==> src/core/nbp_pkg.sv <==
// Package: constants and types for the NAND protection-status host controller
package nbp_pkg;
    // ==========================================================
    // Clock and timing
    localparam int CLK_HZ = 20_000_000;
    localparam int CLK_NS = 50;
    localparam int RB_VALID_US = 100;
    localparam int RB_VALID_CYC = RB_VALID_US * (CLK_HZ / 1_000_000);
    localparam int RST_BUSY_MS = 2;
    localparam int RST_BUSY_CYC = RST_BUSY_MS * (CLK_HZ / 1_000);
    localparam int WP_ABORT_NS = 100;
    localparam int WP_ABORT_CYC = (WP_ABORT_NS + CLK_NS - 1) / CLK_NS;
    localparam int PROT_SETUP_NS = 100;
    localparam int PROT_SETUP_CYC = (PROT_SETUP_NS + CLK_NS - 1) / CLK_NS;
    // Strobe phase length in cycles (covers setup/hold and access times)
    localparam logic [1:0] PHASE_CYC = 2'h2;
    localparam int WHR_NS = 60;
    localparam int WHR_CYC = (WHR_NS + CLK_NS - 1) / CLK_NS;
    localparam int WB_NS = 100;
    localparam int WB_CYC = (WB_NS + CLK_NS - 1) / CLK_NS;
    // Strobe-to-busy delay plus two synchroniser stages
    localparam int RB_SETTLE_CYC = WB_CYC + 2;

    // ==========================================================
    // Commands
    localparam logic [7:0] CMD_RESET = 8'hff;
    localparam logic [7:0] CMD_STATUS = 8'h70;
    localparam logic [7:0] CMD_PROT_READ = 8'h7a;
    localparam logic [7:0] CMD_PROG_SETUP = 8'h80;
    localparam logic [7:0] CMD_ERASE_SETUP = 8'h60;
    localparam int ADDR_CYCLES = 3;

    // ==========================================================
    // Lock status and status byte fields
    localparam int LOCK_RSVD_LSB = 5;
    localparam int LOCK_PERM_DOWN_BIT = 4;
    localparam int LOCK_PERM_OPEN_BIT = 3;
    localparam int LOCK_VOL_OPEN_BIT = 2;
    localparam int LOCK_VOL_NOT_DOWN_BIT = 1;
    localparam int LOCK_VOL_DOWN_BIT = 0;
    localparam logic [7:0] LOCK_DEFAULT = 8'h0e;
    localparam int STAT_READY = 6;
    localparam int STAT_WP_N = 7;

    // ==========================================================
    // Types
    typedef enum logic [1:0] {
        NBP_OP_STATUS = 2'b00,
        NBP_OP_PROT_READ = 2'b01,
        NBP_OP_RESET = 2'b10
    } nbp_op_t;

    typedef struct packed {
        logic permanent_lockdown;
        logic permanent_block_guard;
        logic volatile_block_guard;
        logic volatile_lockdown;
        logic pair_error;
        logic reserved_error;
    } nbp_lock_info_t;

    // One bus cycle for the sequencer
    typedef struct packed {
        logic is_cmd;
        logic is_addr;
        logic is_read;
        logic [7:0] data;
    } nbp_cycle_t;
endpackage : nbp_pkg

==> src/core/nbp_cycle.sv <==
// Module: one strobed cycle on the multiplexed NAND bus
`timescale 1ns/10ps
module nbp_cycle (
    // Clock and reset
    input wire logic sys_clk,
    input wire logic srst,
    // Request side
    input wire logic start,
    input wire nbp_pkg::nbp_cycle_t cyc,
    output logic done,
    output logic [7:0] rd_data,
    // Pins
    output logic cmd_latch,
    output logic addr_latch,
    output logic write_strobe_n,
    output logic read_strobe_n,
    output logic [7:0] io_out,
    output logic io_oe,
    input wire logic [7:0] io_in_sync
);
    logic [1:0] cnt;
    logic phase;
    logic busy;

    // ==========================================================
    // Low phase then high phase, PHASE_CYC cycles each
    always_ff @(posedge sys_clk) begin
        if (srst) begin
            busy <= 1'b0;
            phase <= 1'b0;
            cnt <= 2'h0;
            done <= 1'b0;
        end else begin
            done <= 1'b0;
            if (!busy && start) begin
                busy <= 1'b1;
                phase <= 1'b0;
                cnt <= 2'h0;
            end else if (busy) begin
                if (cnt == nbp_pkg::PHASE_CYC - 2'h1) begin
                    cnt <= 2'h0;
                    phase <= ~phase;
                    if (phase) begin
                        busy <= 1'b0;
                        done <= 1'b1;
                    end
                end else begin
                    cnt <= cnt + 2'h1;
                end
            end
        end
    end

    always_ff @(posedge sys_clk) begin
        if (srst) begin
            cmd_latch <= 1'b0;
            addr_latch <= 1'b0;
            io_out <= 8'h00;
            io_oe <= 1'b0;
        end else if (!busy && start) begin
            cmd_latch <= cyc.is_cmd;
            addr_latch <= cyc.is_addr;
            io_out <= cyc.data;
            io_oe <= !cyc.is_read;
        end else if (done) begin
            cmd_latch <= 1'b0;
            addr_latch <= 1'b0;
            io_oe <= 1'b0;
        end
    end

    logic is_read_q;
    always_ff @(posedge sys_clk) begin
        if (srst) begin
            is_read_q <= 1'b0;
        end else if (!busy && start) begin
            is_read_q <= cyc.is_read;
        end
    end

    always_ff @(posedge sys_clk) begin
        if (srst) begin
            write_strobe_n <= 1'b1;
            read_strobe_n <= 1'b1;
            rd_data <= 8'h00;
        end else begin
            write_strobe_n <= !(busy && !phase && !is_read_q);
            read_strobe_n <= !(busy && !phase && is_read_q);
            // Input passes two sync flops: sample at end of high phase
            if (busy && phase && is_read_q
                && cnt == nbp_pkg::PHASE_CYC - 2'h1) begin
                rd_data <= io_in_sync;
            end
        end
    end
endmodule : nbp_cycle

==> src/core/nbp_host.sv <==
// Module: host controller for NAND power-up, reset and lock status read
//
// Summary of operation
// - Status query: 7Ah, three addresses, one data
// - Block number split over three address bytes
// - Reset FFh first, before any command
// - Poll busy line or status 70h
// - Hold write-protect low during power changes
// - Write-protect settled before setup strobe
`timescale 1ns/10ps
module nbp_host #(
    parameter int RB_VALID_CYCLES = nbp_pkg::RB_VALID_CYC,
    parameter int RST_BUSY_CYCLES = nbp_pkg::RST_BUSY_CYC
) (
    // Clock and reset
    input wire logic sys_clk,
    input wire logic srst,
    // User command port
    input wire logic req_valid,
    input wire nbp_pkg::nbp_op_t req_op,
    input wire logic [11:0] req_block,
    input wire logic power_good,
    input wire logic wp_allow,
    input wire logic wp_abort,
    output logic req_ready,
    output logic rsp_valid,
    output logic [7:0] rsp_data,
    output nbp_pkg::nbp_lock_info_t rsp_lock,
    output logic rsp_timeout,
    output logic init_done,
    // NAND pins
    output logic chip_enable_n,
    output logic cmd_latch,
    output logic addr_latch,
    output logic write_strobe_n,
    output logic read_strobe_n,
    output logic write_protect_n,
    output logic [7:0] io_out,
    output logic io_oe,
    input wire logic [7:0] io_in,
    input wire logic ready_busy_n
);
    // ==========================================================
    // State encoding
    typedef enum logic [3:0] {
        ST_OFF = 4'b0000,
        ST_RB_WAIT = 4'b0001,
        ST_RST_CMD = 4'b0010,
        ST_RST_WAIT = 4'b0011,
        ST_RST_POLL = 4'b0100,
        ST_IDLE = 4'b0101,
        ST_CMD = 4'b0110,
        ST_ADDR = 4'b0111,
        ST_GAP = 4'b1000,
        ST_DATA = 4'b1001
    } nbp_host_state_t;

    nbp_host_state_t state;
    logic [15:0] wait_cnt;
    logic [1:0] addr_idx;
    nbp_pkg::nbp_op_t op_q;
    logic [11:0] blk_q;
    logic cyc_start;
    logic cyc_done;
    nbp_pkg::nbp_cycle_t cyc_word;
    logic [7:0] cyc_rd;
    logic [7:0] io_meta;
    logic [7:0] io_sync;
    logic rb_meta;
    logic rb_sync;
    logic [2:0] wp_cnt;
    logic accept;
    logic poll_late;
    logic poll_end;

    // ==========================================================
    // Helpers
    function automatic nbp_pkg::nbp_cycle_t bus_word(
        input logic is_cmd,
        input logic is_addr,
        input logic [7:0] value
    );
        nbp_pkg::nbp_cycle_t w;
        w.is_cmd = is_cmd;
        w.is_addr = is_addr;
        w.is_read = !is_cmd && !is_addr;
        w.data = value;
        return w;
    endfunction : bus_word

    function automatic logic [7:0] op_cmd(
        input nbp_pkg::nbp_op_t op
    );
        logic [7:0] c;
        case (op)
            nbp_pkg::NBP_OP_RESET: c = nbp_pkg::CMD_RESET;
            nbp_pkg::NBP_OP_PROT_READ: c = nbp_pkg::CMD_PROT_READ;
            default: c = nbp_pkg::CMD_STATUS;
        endcase
        return c;
    endfunction : op_cmd

    function automatic logic [7:0] addr_byte(
        input logic [11:0] blk,
        input logic [1:0] idx
    );
        logic [7:0] b;
        case (idx)
            2'h0: b = {blk[1:0], 6'h00};
            2'h1: b = blk[9:2];
            default: b = {6'h00, blk[11:10]};
        endcase
        return b;
    endfunction : addr_byte

    function automatic nbp_pkg::nbp_lock_info_t lock_decode(
        input logic [7:0] s
    );
        nbp_pkg::nbp_lock_info_t l;
        l.permanent_lockdown = s[nbp_pkg::LOCK_PERM_DOWN_BIT];
        l.permanent_block_guard = !s[nbp_pkg::LOCK_PERM_OPEN_BIT];
        l.volatile_block_guard = !s[nbp_pkg::LOCK_VOL_OPEN_BIT];
        l.volatile_lockdown = s[nbp_pkg::LOCK_VOL_DOWN_BIT];
        l.pair_error = s[nbp_pkg::LOCK_VOL_DOWN_BIT]
            == s[nbp_pkg::LOCK_VOL_NOT_DOWN_BIT];
        l.reserved_error = |s[7:nbp_pkg::LOCK_RSVD_LSB];
        return l;
    endfunction : lock_decode

    // ==========================================================
    // Pin synchronisers
    // Busy line sampled
    always_ff @(posedge sys_clk) begin
        if (srst) begin
            io_meta <= 8'h00;
            io_sync <= 8'h00;
            rb_meta <= 1'b1;
            rb_sync <= 1'b1;
        end else begin
            io_meta <= io_in;
            io_sync <= io_meta;
            rb_meta <= ready_busy_n;
            rb_sync <= rb_meta;
        end
    end

    // ==========================================================
    // Handshake
    // Reset busy bounded
    assign poll_late = wait_cnt == 16'(RST_BUSY_CYCLES - 1);
    assign poll_end = (state == ST_RST_POLL) && (rb_sync || poll_late);
    assign req_ready = (state == ST_IDLE)
        && (rb_sync || req_op == nbp_pkg::NBP_OP_STATUS);
    assign accept = req_valid && req_ready;

    // ==========================================================
    // Sequencer
    always_ff @(posedge sys_clk) begin
        if (srst) begin
            state <= ST_OFF;
            wait_cnt <= 16'h0000;
            addr_idx <= 2'h0;
            cyc_start <= 1'b0;
            cyc_word <= '0;
            op_q <= nbp_pkg::NBP_OP_STATUS;
            blk_q <= 12'h000;
        end else if (!power_good) begin
            state <= ST_OFF;
            wait_cnt <= 16'h0000;
            cyc_start <= 1'b0;
        end else begin
            cyc_start <= 1'b0;
            case (state)
                ST_OFF: begin
                    wait_cnt <= 16'h0000;
                    state <= ST_RB_WAIT;
                end
                ST_RB_WAIT: begin
                    if (wait_cnt == 16'(RB_VALID_CYCLES - 1)) begin
                        cyc_start <= 1'b1;
                        cyc_word <= bus_word(1'b1, 1'b0,
                            nbp_pkg::CMD_RESET);
                        state <= ST_RST_CMD;
                    end else begin
                        wait_cnt <= wait_cnt + 16'h0001;
                    end
                end
                ST_RST_CMD: begin
                    if (cyc_done) begin
                        wait_cnt <= 16'h0000;
                        state <= ST_RST_WAIT;
                    end
                end
                // Busy edge lags the strobe; polling early reads ready
                ST_RST_WAIT: begin
                    if (wait_cnt == 16'(nbp_pkg::RB_SETTLE_CYC - 1)) begin
                        wait_cnt <= 16'h0000;
                        state <= ST_RST_POLL;
                    end else begin
                        wait_cnt <= wait_cnt + 16'h0001;
                    end
                end
                ST_RST_POLL: begin
                    if (poll_end) begin
                        state <= ST_IDLE;
                    end else begin
                        wait_cnt <= wait_cnt + 16'h0001;
                    end
                end
                ST_IDLE: begin
                    if (accept) begin
                        op_q <= req_op;
                        blk_q <= req_block;
                        cyc_start <= 1'b1;
                        cyc_word <= bus_word(1'b1, 1'b0, op_cmd(req_op));
                        if (req_op == nbp_pkg::NBP_OP_RESET) begin
                            state <= ST_RST_CMD;
                        end else begin
                            state <= ST_CMD;
                        end
                    end
                end
                ST_CMD: begin
                    if (cyc_done) begin
                        wait_cnt <= 16'h0000;
                        if (op_q == nbp_pkg::NBP_OP_PROT_READ) begin
                            cyc_start <= 1'b1;
                            cyc_word <= bus_word(1'b0, 1'b1,
                                addr_byte(blk_q, 2'h0));
                            addr_idx <= 2'h1;
                            state <= ST_ADDR;
                        end else begin
                            state <= ST_GAP;
                        end
                    end
                end
                ST_ADDR: begin
                    if (cyc_done) begin
                        if (addr_idx == 2'(nbp_pkg::ADDR_CYCLES)) begin
                            wait_cnt <= 16'h0000;
                            state <= ST_GAP;
                        end else begin
                            cyc_start <= 1'b1;
                            cyc_word <= bus_word(1'b0, 1'b1,
                                addr_byte(blk_q, addr_idx));
                            addr_idx <= addr_idx + 2'h1;
                        end
                    end
                end
                // Write-to-read turnaround
                ST_GAP: begin
                    if (wait_cnt == 16'(nbp_pkg::WHR_CYC - 1)) begin
                        cyc_start <= 1'b1;
                        cyc_word <= bus_word(1'b0, 1'b0, 8'h00);
                        state <= ST_DATA;
                    end else begin
                        wait_cnt <= wait_cnt + 16'h0001;
                    end
                end
                ST_DATA: begin
                    if (cyc_done) begin
                        state <= ST_IDLE;
                    end
                end
                default: begin
                    state <= ST_OFF;
                end
            endcase
        end
    end

    // ==========================================================
    // Responses
    always_ff @(posedge sys_clk) begin
        if (srst) begin
            rsp_valid <= 1'b0;
            rsp_data <= 8'h00;
            rsp_lock <= '0;
            rsp_timeout <= 1'b0;
        end else begin
            rsp_valid <= 1'b0;
            if (state == ST_DATA && cyc_done) begin
                rsp_valid <= 1'b1;
                rsp_data <= cyc_rd;
                if (op_q == nbp_pkg::NBP_OP_PROT_READ) begin
                    rsp_lock <= lock_decode(cyc_rd);
                end
            end else if (poll_end) begin
                // Power-up reset has no requester to answer
                rsp_valid <= init_done;
                // Limitation: a late reset still counts as initialised
                rsp_timeout <= !rb_sync;
            end else if (accept) begin
                rsp_timeout <= 1'b0;
            end
        end
    end

    always_ff @(posedge sys_clk) begin
        if (srst || !power_good) begin
            init_done <= 1'b0;
        end else if (poll_end) begin
            init_done <= 1'b1;
        end
    end

    always_ff @(posedge sys_clk) begin
        if (srst) begin
            chip_enable_n <= 1'b1;
        end else begin
            chip_enable_n <= state inside {ST_OFF, ST_RB_WAIT, ST_IDLE};
        end
    end

    // ==========================================================
    // Write protect
    // Abort pulse held long enough
    always_ff @(posedge sys_clk) begin
        if (srst) begin
            wp_cnt <= 3'h0;
        end else if (wp_abort) begin
            wp_cnt <= 3'(nbp_pkg::WP_ABORT_CYC);
        end else if (wp_cnt != 3'h0) begin
            wp_cnt <= wp_cnt - 3'h1;
        end
    end

    always_ff @(posedge sys_clk) begin
        if (srst) begin
            write_protect_n <= 1'b0;
        end else begin
            write_protect_n <= power_good && wp_allow && !wp_abort
                && wp_cnt == 3'h0;
        end
    end

    // ==========================================================
    // Bus cycle engine
    // Bus released on reads
    nbp_cycle nbp_cycle_inst (
        .sys_clk(sys_clk),
        .srst(srst),
        .start(cyc_start),
        .cyc(cyc_word),
        .done(cyc_done),
        .rd_data(cyc_rd),
        .cmd_latch(cmd_latch),
        .addr_latch(addr_latch),
        .write_strobe_n(write_strobe_n),
        .read_strobe_n(read_strobe_n),
        .io_out(io_out),
        .io_oe(io_oe),
        .io_in_sync(io_sync)
    );
endmodule : nbp_host

==> config.mk <==
export PLATFORM = sky130hd
export DESIGN_NAME = nbp_host
export DESIGN_NICKNAME = d
export VERILOG_FILES = /design/src/core/nbp_pkg.sv /design/src/core/nbp_cycle.sv /design/src/core/nbp_host.sv
export SDC_FILE = /design/constraint.sdc
export NUM_CORES = 1
export LEC_CHECK = 0
export ABC_AREA = 1
export BUFFER_PORTS_ARGS = -buffer_cell sky130_fd_sc_hd__buf_4
export CAP_MARGIN = 25
export CORE_MARGIN = 4
export CORE_UTILIZATION = 40
export CTS_BUF_LIST = sky130_fd_sc_hd__clkbuf_4 sky130_fd_sc_hd__clkbuf_8 sky130_fd_sc_hd__clkbuf_16
export DETAILED_ROUTE_END_ITERATION = 6
export MAX_ROUTING_LAYER = met4
export SLEW_MARGIN = 20
export SYNTH_ARGS = -nofsm -noshare
export SYNTH_HDL_FRONTEND = slang
export SYNTH_SLANG_ARGS = --single-unit
==> constraint.sdc <==
create_clock -name sys_clk -period 2.3 [get_ports sys_clk]
set_input_delay 0 -clock sys_clk [delete_from_list [all_inputs] [get_ports sys_clk]]
set_output_delay 0 -clock sys_clk [all_outputs]
set_load 0.005 [all_outputs]
==> flow_results.xml, run 1 <==
<?xml version="1.0" encoding="UTF-8"?>
<metrics>
  <group name="synth">
    <metric name="synth.most_common_cell" unit="">sky130_fd_sc_hd__nor2_1</metric>
    <metric name="syn-cell-area" unit="um^2">5350</metric>
    <metric name="seq_area_frac_synth" unit="%">43.1</metric>
    <metric name="ys_types" unit="">33</metric>
    <metric name="synth-warning-count" unit="">0</metric>
    <metric name="yosysTopAreaCellShare" unit="%">43.1</metric>
    <metric name="postSynth.asyncResetShare" unit="%">0</metric>
    <metric name="synth_area_per_cell" unit="um^2">6.97</metric>
    <metric name="synth_top_area_cell" unit="">sky130_fd_sc_hd__dfxtp_1</metric>
    <metric name="synth_nets" unit="">805</metric>
    <metric name="primary_flip_flop_cell_chosen_by_synthesis_mapping" unit="">sky130_fd_sc_hd__dfxtp_1</metric>
    <metric name="synth.top_cells.by_area" unit="">sky130_fd_sc_hd__dfxtp_1 43%, sky130_fd_sc_hd__nor2_1 10%, sky130_fd_sc_hd__nand2_1 9.4%</metric>
    <metric name="post_synth_edffs" unit="">0</metric>
    <metric name="number_of_standard_cells_after_synthesis" unit="">767</metric>
    <metric name="post_synth_most_frequent_cells" unit="">146 x sky130_fd_sc_hd__nor2_1, 134 x sky130_fd_sc_hd__nand2_1, 115 x sky130_fd_sc_hd__dfxtp_1</metric>
    <metric name="synth_seq_cells" unit="">115</metric>
  </group>
  <group name="timing">
    <metric name="report.final.setup_viol" unit="">0</metric>
    <metric name="post-route-period-util" unit="%">87.1</metric>
    <metric name="slew-limit-headroom" unit="%">62.7</metric>
    <metric name="fin_worst_skew" unit="ns">0.0115</metric>
    <metric name="finalHoldViolations" unit="">0</metric>
    <metric name="finalCriticalPeriod" unit="ns">2.00</metric>
    <metric name="hold_ws" unit="ns">0.0895</metric>
    <metric name="worst-slew-pin-transition" unit="ns">0.557</metric>
    <metric name="maxClockFrequency" unit="MHz">499</metric>
    <metric name="finalMaxSlewViolations" unit="">0</metric>
    <metric name="fin_tns_setup" unit="ns">0</metric>
    <metric name="grt_setup_unrepaired" unit="">false</metric>
  </group>
  <group name="power">
    <metric name="power.leakage" unit="nW">3.11</metric>
    <metric name="power_density" unit="nW/um^2">1030</metric>
    <metric name="vdd_drop_max" unit="V">0.000640</metric>
  </group>
  <group name="worst_setup_path">
    <metric name="r2r_setup_slack" unit="ns">0.30</metric>
    <metric name="top_fanout_value_on_the_critical_path" unit="">17</metric>
    <metric name="worst_setup_path_start" unit="">wait_cnt[0]</metric>
    <metric name="slowest_delay" unit="ns">0.37</metric>
    <metric name="setup.worst_path.end_class" unit="">flop</metric>
    <metric name="critPathCapture" unit="">wait_cnt[15]</metric>
    <metric name="timing.critical_path.cells" unit="">ha_1, nand3_2, nor3b_1, nand2_1, nand2_2, nand2_2, nand2_4, inv_2, nor2_1, nor2_1</metric>
    <metric name="crit_slowest_cell" unit="">sky130_fd_sc_hd__dfxtp_1</metric>
    <metric name="timing.critical_path.arrival" unit="ns">2.30</metric>
    <metric name="ff2ff_path_depth" unit="">10</metric>
    <metric name="r2r_end" unit="">wait_cnt[15]</metric>
    <metric name="setup.worst_path.start_class" unit="">flop</metric>
    <metric name="timing.critical_path.required" unit="ns">2.60</metric>
    <metric name="reg2reg_from" unit="">wait_cnt[0]</metric>
    <metric name="critical_path_start_end_classification" unit="">reg -&gt; reg</metric>
  </group>
  <group name="die">
    <metric name="dieHeight" unit="um">124</metric>
    <metric name="die_width" unit="um">124</metric>
    <metric name="initial_utilization" unit="%">41.5</metric>
    <metric name="core_region_area" unit="um^2">12900</metric>
    <metric name="design.die.area" unit="um^2">15300</metric>
    <metric name="floorplan.io_pins" unit="">62</metric>
    <metric name="core.rowCount" unit="">41</metric>
  </group>
  <group name="status">
    <metric name="run_status" unit="">finished, final reports clean</metric>
  </group>
  <group name="global_routing">
    <metric name="overflow" unit="">0</metric>
    <metric name="gr-usage-all-layers" unit="%">19.2</metric>
    <metric name="grt_start_max_net_pins" unit="">54</metric>
    <metric name="global_route_wire_length_before_repair" unit="um">22300</metric>
    <metric name="grt_pass1_vias" unit="">4801</metric>
    <metric name="antenna_found_initial" unit="">0</metric>
  </group>
  <group name="clock_network">
    <metric name="insertion_delay" unit="ns">0.41</metric>
    <metric name="htreeDepth" unit="">4</metric>
    <metric name="worst_setup_hold_path_clk_slew" unit="ns">0.06</metric>
    <metric name="tritoncts.num_buffers" unit="">17</metric>
    <metric name="post-cts-setup-buffers" unit="">0</metric>
    <metric name="numClockSinks" unit="">115</metric>
    <metric name="clockBufferDepth" unit="">2</metric>
    <metric name="cts_tree" unit="">done</metric>
    <metric name="ctsRootBufferMaster" unit="">sky130_fd_sc_hd__clkbuf_16</metric>
  </group>
  <group name="finish">
    <metric name="fillerInstances" unit="">1259</metric>
    <metric name="layout_net_count" unit="">900</metric>
    <metric name="layout.area.seq" unit="um^2">2300</metric>
    <metric name="antenna_cells" unit="">0</metric>
    <metric name="final_layout_size_suffix_gt1_share" unit="%">16.7</metric>
    <metric name="multi_input_combinational_cell_area" unit="um^2">2480</metric>
    <metric name="syn_to_final_growth" unit="%">27.7</metric>
  </group>
  <group name="job">
    <metric name="cap_viol_max_count" unit="">0</metric>
  </group>
  <group name="worst_hold_path">
    <metric name="hold_path_class" unit="">in -&gt; reg</metric>
  </group>
  <group name="routing">
    <metric name="detail_route.iter0.violations" unit="">289</metric>
    <metric name="routedWlPerCell" unit="um">12.9</metric>
    <metric name="drt-vias-per-instance" unit="">4.81</metric>
    <metric name="postRouteAntennaNets" unit="">0</metric>
    <metric name="num_vias" unit="">5041</metric>
    <metric name="post-route-drc-count" unit="">0</metric>
    <metric name="routed_wl" unit="um">13500</metric>
    <metric name="first_pass_iters" unit="">4</metric>
  </group>
  <group name="placed_design">
    <metric name="detailedPlacementHpwl" unit="um">9540</metric>
    <metric name="routabilityCongestion" unit="">0.873</metric>
    <metric name="port_buffers" unit="">61</metric>
  </group>
</metrics>
==> layer usage <==
layer	track usage, %	vias up	routed length [um]
li1	-	2607	-
met1	24.3	2303	6250
met2	29.9	108	6400
met3	4.04	23	551
met4	7.75	0	277
met5	-	-	0
==> area by class of cell <==
type	instances	share of cell area, %
multi-input cells	515	36.4
clock buffers	17	6.23
clock inverters	15	1.92
well taps	172	3.15
flip-flops and latches	115	33.7
inverters	110	6.05
repair buffers	103	12.6
==> logic make-up after synthesis <==
kind of cell | share of synthesized area, %
simple gates | 31.3
flops | 43.1
buf+inv | 10.6
xor+xnor | 0.983
fa+ha+maj | 2.11
compound gates | 12.0
==> cells in the final DEF, fill, tap and decap left out, types with 4 or more instances in the layout <==
cell type	n
sky130_fd_sc_hd__nor2_1	146
sky130_fd_sc_hd__nand2_1	134
sky130_fd_sc_hd__dfxtp_1	115
sky130_fd_sc_hd__inv_1	97
sky130_fd_sc_hd__buf_4	69
sky130_fd_sc_hd__nand3_1	54
sky130_fd_sc_hd__a21oi_1	54
sky130_fd_sc_hd__o21ai_0	50
sky130_fd_sc_hd__dlygate4sd3_1	34
sky130_fd_sc_hd__clkbuf_16	17
sky130_fd_sc_hd__inv_2	11
sky130_fd_sc_hd__nor3_1	10
sky130_fd_sc_hd__ha_1	9
sky130_fd_sc_hd__nand3_2	7
sky130_fd_sc_hd__nand2_2	6
sky130_fd_sc_hd__nor2_2	6
sky130_fd_sc_hd__nor2_4	6
sky130_fd_sc_hd__nand4_1	6
sky130_fd_sc_hd__xor2_1	6
sky130_fd_sc_hd__clkinv_2	5
sky130_fd_sc_hd__a211oi_2	4
sky130_fd_sc_hd__inv_6	4
==> sequential cells by signal (all words and copies together) (netlist names), 2 cells and up <==
register,count
addr_idx,2
blk_q,12
cyc_word,11
io_meta,8
io_sync,8
nbp_cycle_inst.cnt,2
nbp_cycle_inst.io_out,8
nbp_cycle_inst.rd_data,8
op_q,2
rsp_data,8
rsp_lock,6
state,4
wait_cnt,16
wp_cnt,3
==> critical path: cells and delay by family (launching register included) <==
family | cells | cell delay, ns
adders and majority gates | 1 | 0.23
buffers and inverters | 1 | 0.09
DFF | 1 | 0.37
and+or+nand+nor | 8 | 1.19
==> how the worst min path moves through the flow <==
stage / from / slack (ns) / cells past startpoint / endpoint
after floorplan: ready_busy_n / 0.10 / 1 / rb_meta
after global placement: ready_busy_n / 0.20 / 2 / rb_meta
after detailed placement: ready_busy_n / 0.20 / 2 / rb_meta
after CTS: power_good / 0.07 / 3 / wait_cnt[6]
after global routing: power_good / 0.11 / 3 / wait_cnt[8]
final: power_good / 0.09 / 3 / wait_cnt[6]
==> timing repair <==
item	4_1_cts	5_1_grt
gates resized for setup	0	1
endpoints found under the hold margin	32	0
hold buffers	34	0
setup endpoints to repair	0	8
==> through the flow <==
stage                     power [W]  setup WS [ns]  area (um^2)  util [%]  instances
after CTS                   0.00704          0.223         6830      53.0       1047
after detailed placement    0.00453          0.235         5930      46.0        981
after global placement      0.00451          0.313         5930      46.0        981
after global routing        0.00749         0.0196         6830      53.0       1047
final                       0.00701          0.297         6830      53.0       1047
after floorplan             0.00414          0.694         5350         -        767
==> power breakdown <==
group          internal [W]  leakage [nW]  switching, W
Sequential          0.00220         0.933      0.000209
Combinational      0.000708          1.90       0.00145
Clock               0.00149         0.274      0.000961
(Power assumes the default switching activity.)
==> inputs of run 2 (changes only) <==
--- a/config.mk
+++ b/config.mk
@@ -13,6 +13,7 @@
 export CTS_BUF_LIST = sky130_fd_sc_hd__clkbuf_4 sky130_fd_sc_hd__clkbuf_8 sky130_fd_sc_hd__clkbuf_16
 export DETAILED_ROUTE_END_ITERATION = 6
 export MAX_ROUTING_LAYER = met4
+export RECOVER_POWER = 100
 export SLEW_MARGIN = 20
 export SYNTH_ARGS = -nofsm -noshare
 export SYNTH_HDL_FRONTEND = slang
==> run 2 against run 1 <==
Combinational power about the same; cell count is the same; critical path depth decreased by 2; sequential power hardly changed; cell area decreased by 0.62%; register-to-register slack got worse by 0.08 ns; via count decreased by 0.58%; worst setup slack got worse by 0.081 ns; total power is 0.39% lower.
==> flow_results.xml, run 2 (synthesis gave the netlist of run 1 again) <==
<?xml version="1.0" encoding="UTF-8"?>
<metrics>
  <group name="clock_network">
    <metric name="worst_setup_hold_path_clk_slew" unit="ns">0.06</metric>
    <metric name="htreeDepth" unit="">4</metric>
    <metric name="numClockSinks" unit="">115</metric>
    <metric name="cts_tree" unit="">done</metric>
    <metric name="clockBufferDepth" unit="">2</metric>
    <metric name="ctsRootBufferMaster" unit="">sky130_fd_sc_hd__clkbuf_16</metric>
    <metric name="post-cts-setup-buffers" unit="">0</metric>
    <metric name="tritoncts.num_buffers" unit="">17</metric>
    <metric name="insertion_delay" unit="ns">0.41</metric>
  </group>
  <group name="die">
    <metric name="dieHeight" unit="um">124</metric>
    <metric name="initial_utilization" unit="%">41.5</metric>
    <metric name="design.die.area" unit="um^2">15300</metric>
    <metric name="core.rowCount" unit="">41</metric>
    <metric name="floorplan.io_pins" unit="">62</metric>
    <metric name="die_width" unit="um">124</metric>
    <metric name="core_region_area" unit="um^2">12900</metric>
  </group>
  <group name="finish">
    <metric name="final_std_cell_area_no_fill" unit="um^2">6790</metric>
    <metric name="layout_commonest_cell" unit="">sky130_fd_sc_hd__nor2_1</metric>
    <metric name="final_layout_size_suffix_gt1_share" unit="%">14.9</metric>
    <metric name="max_flop_register" unit="">wait_cnt</metric>
    <metric name="syn_to_final_growth" unit="%">26.9</metric>
    <metric name="largest_register_ff_count" unit="">16</metric>
    <metric name="top_regs" unit="">wait_cnt x16, blk_q x12, cyc_word x11</metric>
    <metric name="antenna_cells" unit="">0</metric>
    <metric name="layout_net_count" unit="">900</metric>
    <metric name="final_cell_mix" unit="">148 x sky130_fd_sc_hd__nor2_1, 134 x sky130_fd_sc_hd__nand2_1, 115 x sky130_fd_sc_hd__dfxtp_1, 104 x sky130_fd_sc_hd__inv_1, 56 x sky130_fd_sc_hd__nand3_1</metric>
  </group>
  <group name="power">
    <metric name="power_density" unit="nW/um^2">1030</metric>
    <metric name="vdd_drop_max" unit="V">0.000642</metric>
    <metric name="power.leakage" unit="nW">3.07</metric>
  </group>
  <group name="placed_design">
    <metric name="postPlaceCellArea" unit="um^2">5930</metric>
    <metric name="detailedPlacementHpwl" unit="um">9540</metric>
    <metric name="port_buffers" unit="">61</metric>
    <metric name="routabilityCongestion" unit="">0.873</metric>
  </group>
  <group name="worst_setup_path">
    <metric name="critical_path_start_end_classification" unit="">reg -&gt; reg</metric>
    <metric name="top_fanout_value_on_the_critical_path" unit="">21</metric>
    <metric name="r2r_setup_slack" unit="ns">0.22</metric>
    <metric name="setup.worst_path.start_class" unit="">flop</metric>
    <metric name="timing.critical_path.arrival" unit="ns">2.38</metric>
    <metric name="timing.critical_path.required" unit="ns">2.59</metric>
    <metric name="reg2reg_from" unit="">state[1]</metric>
    <metric name="setup.worst_path.end_class" unit="">flop</metric>
    <metric name="ff2ff_path_depth" unit="">8</metric>
    <metric name="r2r_end" unit="">blk_q[9]</metric>
  </group>
  <group name="routing">
    <metric name="drt-vias-per-instance" unit="">4.79</metric>
    <metric name="first_pass_iters" unit="">4</metric>
    <metric name="post-route-drc-count" unit="">0</metric>
    <metric name="detail_route.iter0.violations" unit="">296</metric>
    <metric name="postRouteAntennaNets" unit="">0</metric>
    <metric name="routed_wl" unit="um">13400</metric>
    <metric name="num_vias" unit="">5012</metric>
    <metric name="routedWlPerCell" unit="um">12.8</metric>
  </group>
  <group name="timing">
    <metric name="maxClockFrequency" unit="MHz">480</metric>
    <metric name="hold_ws" unit="ns">0.0944</metric>
    <metric name="grt_setup_unrepaired" unit="">false</metric>
    <metric name="fin_tns_setup" unit="ns">0</metric>
    <metric name="fin_worst_skew" unit="ns">0.00926</metric>
    <metric name="post-route-period-util" unit="%">90.6</metric>
    <metric name="finalCriticalPeriod" unit="ns">2.08</metric>
    <metric name="finalMaxSlewViolations" unit="">0</metric>
    <metric name="worst-slew-pin-transition" unit="ns">0.989</metric>
    <metric name="report.final.setup_viol" unit="">0</metric>
    <metric name="slew-limit-headroom" unit="%">34.1</metric>
    <metric name="finalHoldViolations" unit="">0</metric>
  </group>
  <group name="worst_hold_path">
    <metric name="hold_path_class" unit="">in -&gt; reg</metric>
    <metric name="worst_hold_path.num_cells" unit="">3</metric>
    <metric name="worst_hold_startpoint" unit="">power_good</metric>
    <metric name="holdPathEnd" unit="">wait_cnt[6]</metric>
  </group>
  <group name="status">
    <metric name="run_status" unit="">finished, final reports clean</metric>
  </group>
  <group name="global_routing">
    <metric name="antenna_found_initial" unit="">0</metric>
    <metric name="global_route_wire_length_before_repair" unit="um">22300</metric>
    <metric name="gr-usage-all-layers" unit="%">19.2</metric>
    <metric name="overflow" unit="">0</metric>
    <metric name="grt_start_max_net_pins" unit="">54</metric>
    <metric name="grt_pass1_vias" unit="">4801</metric>
  </group>
  <group name="job">
    <metric name="cap_viol_max_count" unit="">0</metric>
  </group>
</metrics>
-- run 2: cell count changes in the layout (fill, tap and decap cells not counted) --
cell and delta:
sky130_fd_sc_hd__a211oi_1 +1, sky130_fd_sc_hd__a211oi_2 -1, sky130_fd_sc_hd__buf_4 -37, sky130_fd_sc_hd__clkbuf_1 +4, sky130_fd_sc_hd__clkbuf_2 +3, sky130_fd_sc_hd__clkbuf_4 +30, sky130_fd_sc_hd__inv_1 +7, sky130_fd_sc_hd__inv_2 -7
sky130_fd_sc_hd__nand3_1 +2, sky130_fd_sc_hd__nand3_2 -2, sky130_fd_sc_hd__nor2_1 +2, sky130_fd_sc_hd__nor2_2 -2
-- run 2: layout make-up --
type,instances,area [um^2]
clock buffers,17,425
clock inverters,15,131
fillers,1270,6090
inverters,110,413
multi-input cells,515,2460
flip-flops and latches,115,2300
well taps,172,215
repair buffers,103,836
-- run 2: per-layer routing --
layer / GRT usage [%] / up-vias / share of wire [%]
met5: - / - / 0
met2: 29.9 / 89 / 47
met3: 4.04 / 22 / 3.5
met4: 7.75 / 0 / 1.8
li1: - / 2615 / -
met1: 24.3 / 2286 / 47
-- run 2: worst max-delay path, cell delays in order, from the launching register on --
cell and delay, ns:
sky130_fd_sc_hd__dfxtp_1 0.58, sky130_fd_sc_hd__inv_1 0.18, sky130_fd_sc_hd__nand2_2 0.11, sky130_fd_sc_hd__nor2_4 0.06, sky130_fd_sc_hd__nand3_1 0.14, sky130_fd_sc_hd__inv_1 0.11
sky130_fd_sc_hd__nand2_1 0.43, sky130_fd_sc_hd__clkbuf_2 0.28, sky130_fd_sc_hd__a21oi_1 0.09
-- run 2: stage by stage --
step / cells / power [W] / setup WS, ns / utilization, %
after detailed placement: 981 / 0.00453 / 0.235 / 46.0
final: 1047 / 0.00699 / 0.215 / 52.7
after CTS: 1047 / 0.00704 / 0.223 / 53.0
after global placement: 981 / 0.00451 / 0.313 / 46.0
after floorplan: 767 / 0.00414 / 0.694 / -
after global routing: 1047 / 0.00746 / 0.0142 / 52.7
-- run 2: worst max-delay path by stage --
| stage | from | to | slack [ns] | cells after the start |
|---|---|---|---|---|
| 6_report | state[1] | blk_q[9] | 0.22 | 8 |
| 5_1_grt | state[1] | blk_q[9] | 0.01 | 8 |
| 4_1_cts | wait_cnt[0] | wait_cnt[13] | 0.22 | 10 |
| 3_5_place_dp | wait_cnt[0] | wait_cnt[13] | 0.23 | 10 |
| 3_3_place_gp | wait_cnt[0] | wait_cnt[9] | 0.31 | 10 |
| 2_1_floorplan | wait_cnt[0] | wait_cnt[14] | 0.69 | 11 |
-- run 2: report_power, final --
group | total (W) | switching [W] | leakage (nW) | internal, W
sequential | 0.00240 | 0.000205 | 0.933 | 0.00220
combinational | 0.00213 | 0.00143 | 1.87 | 0.000694
clock | 0.00246 | 0.000967 | 0.274 | 0.00149
total | 0.00699 | 0.00260 | 3.07 | 0.00438
-- run 2: what timing repair did --
item,in CTS,in global routing
endpoints found under the setup margin,0,8
hold buffers,34,0
gates resized for setup,0,1
endpoints found under the hold margin,32,0
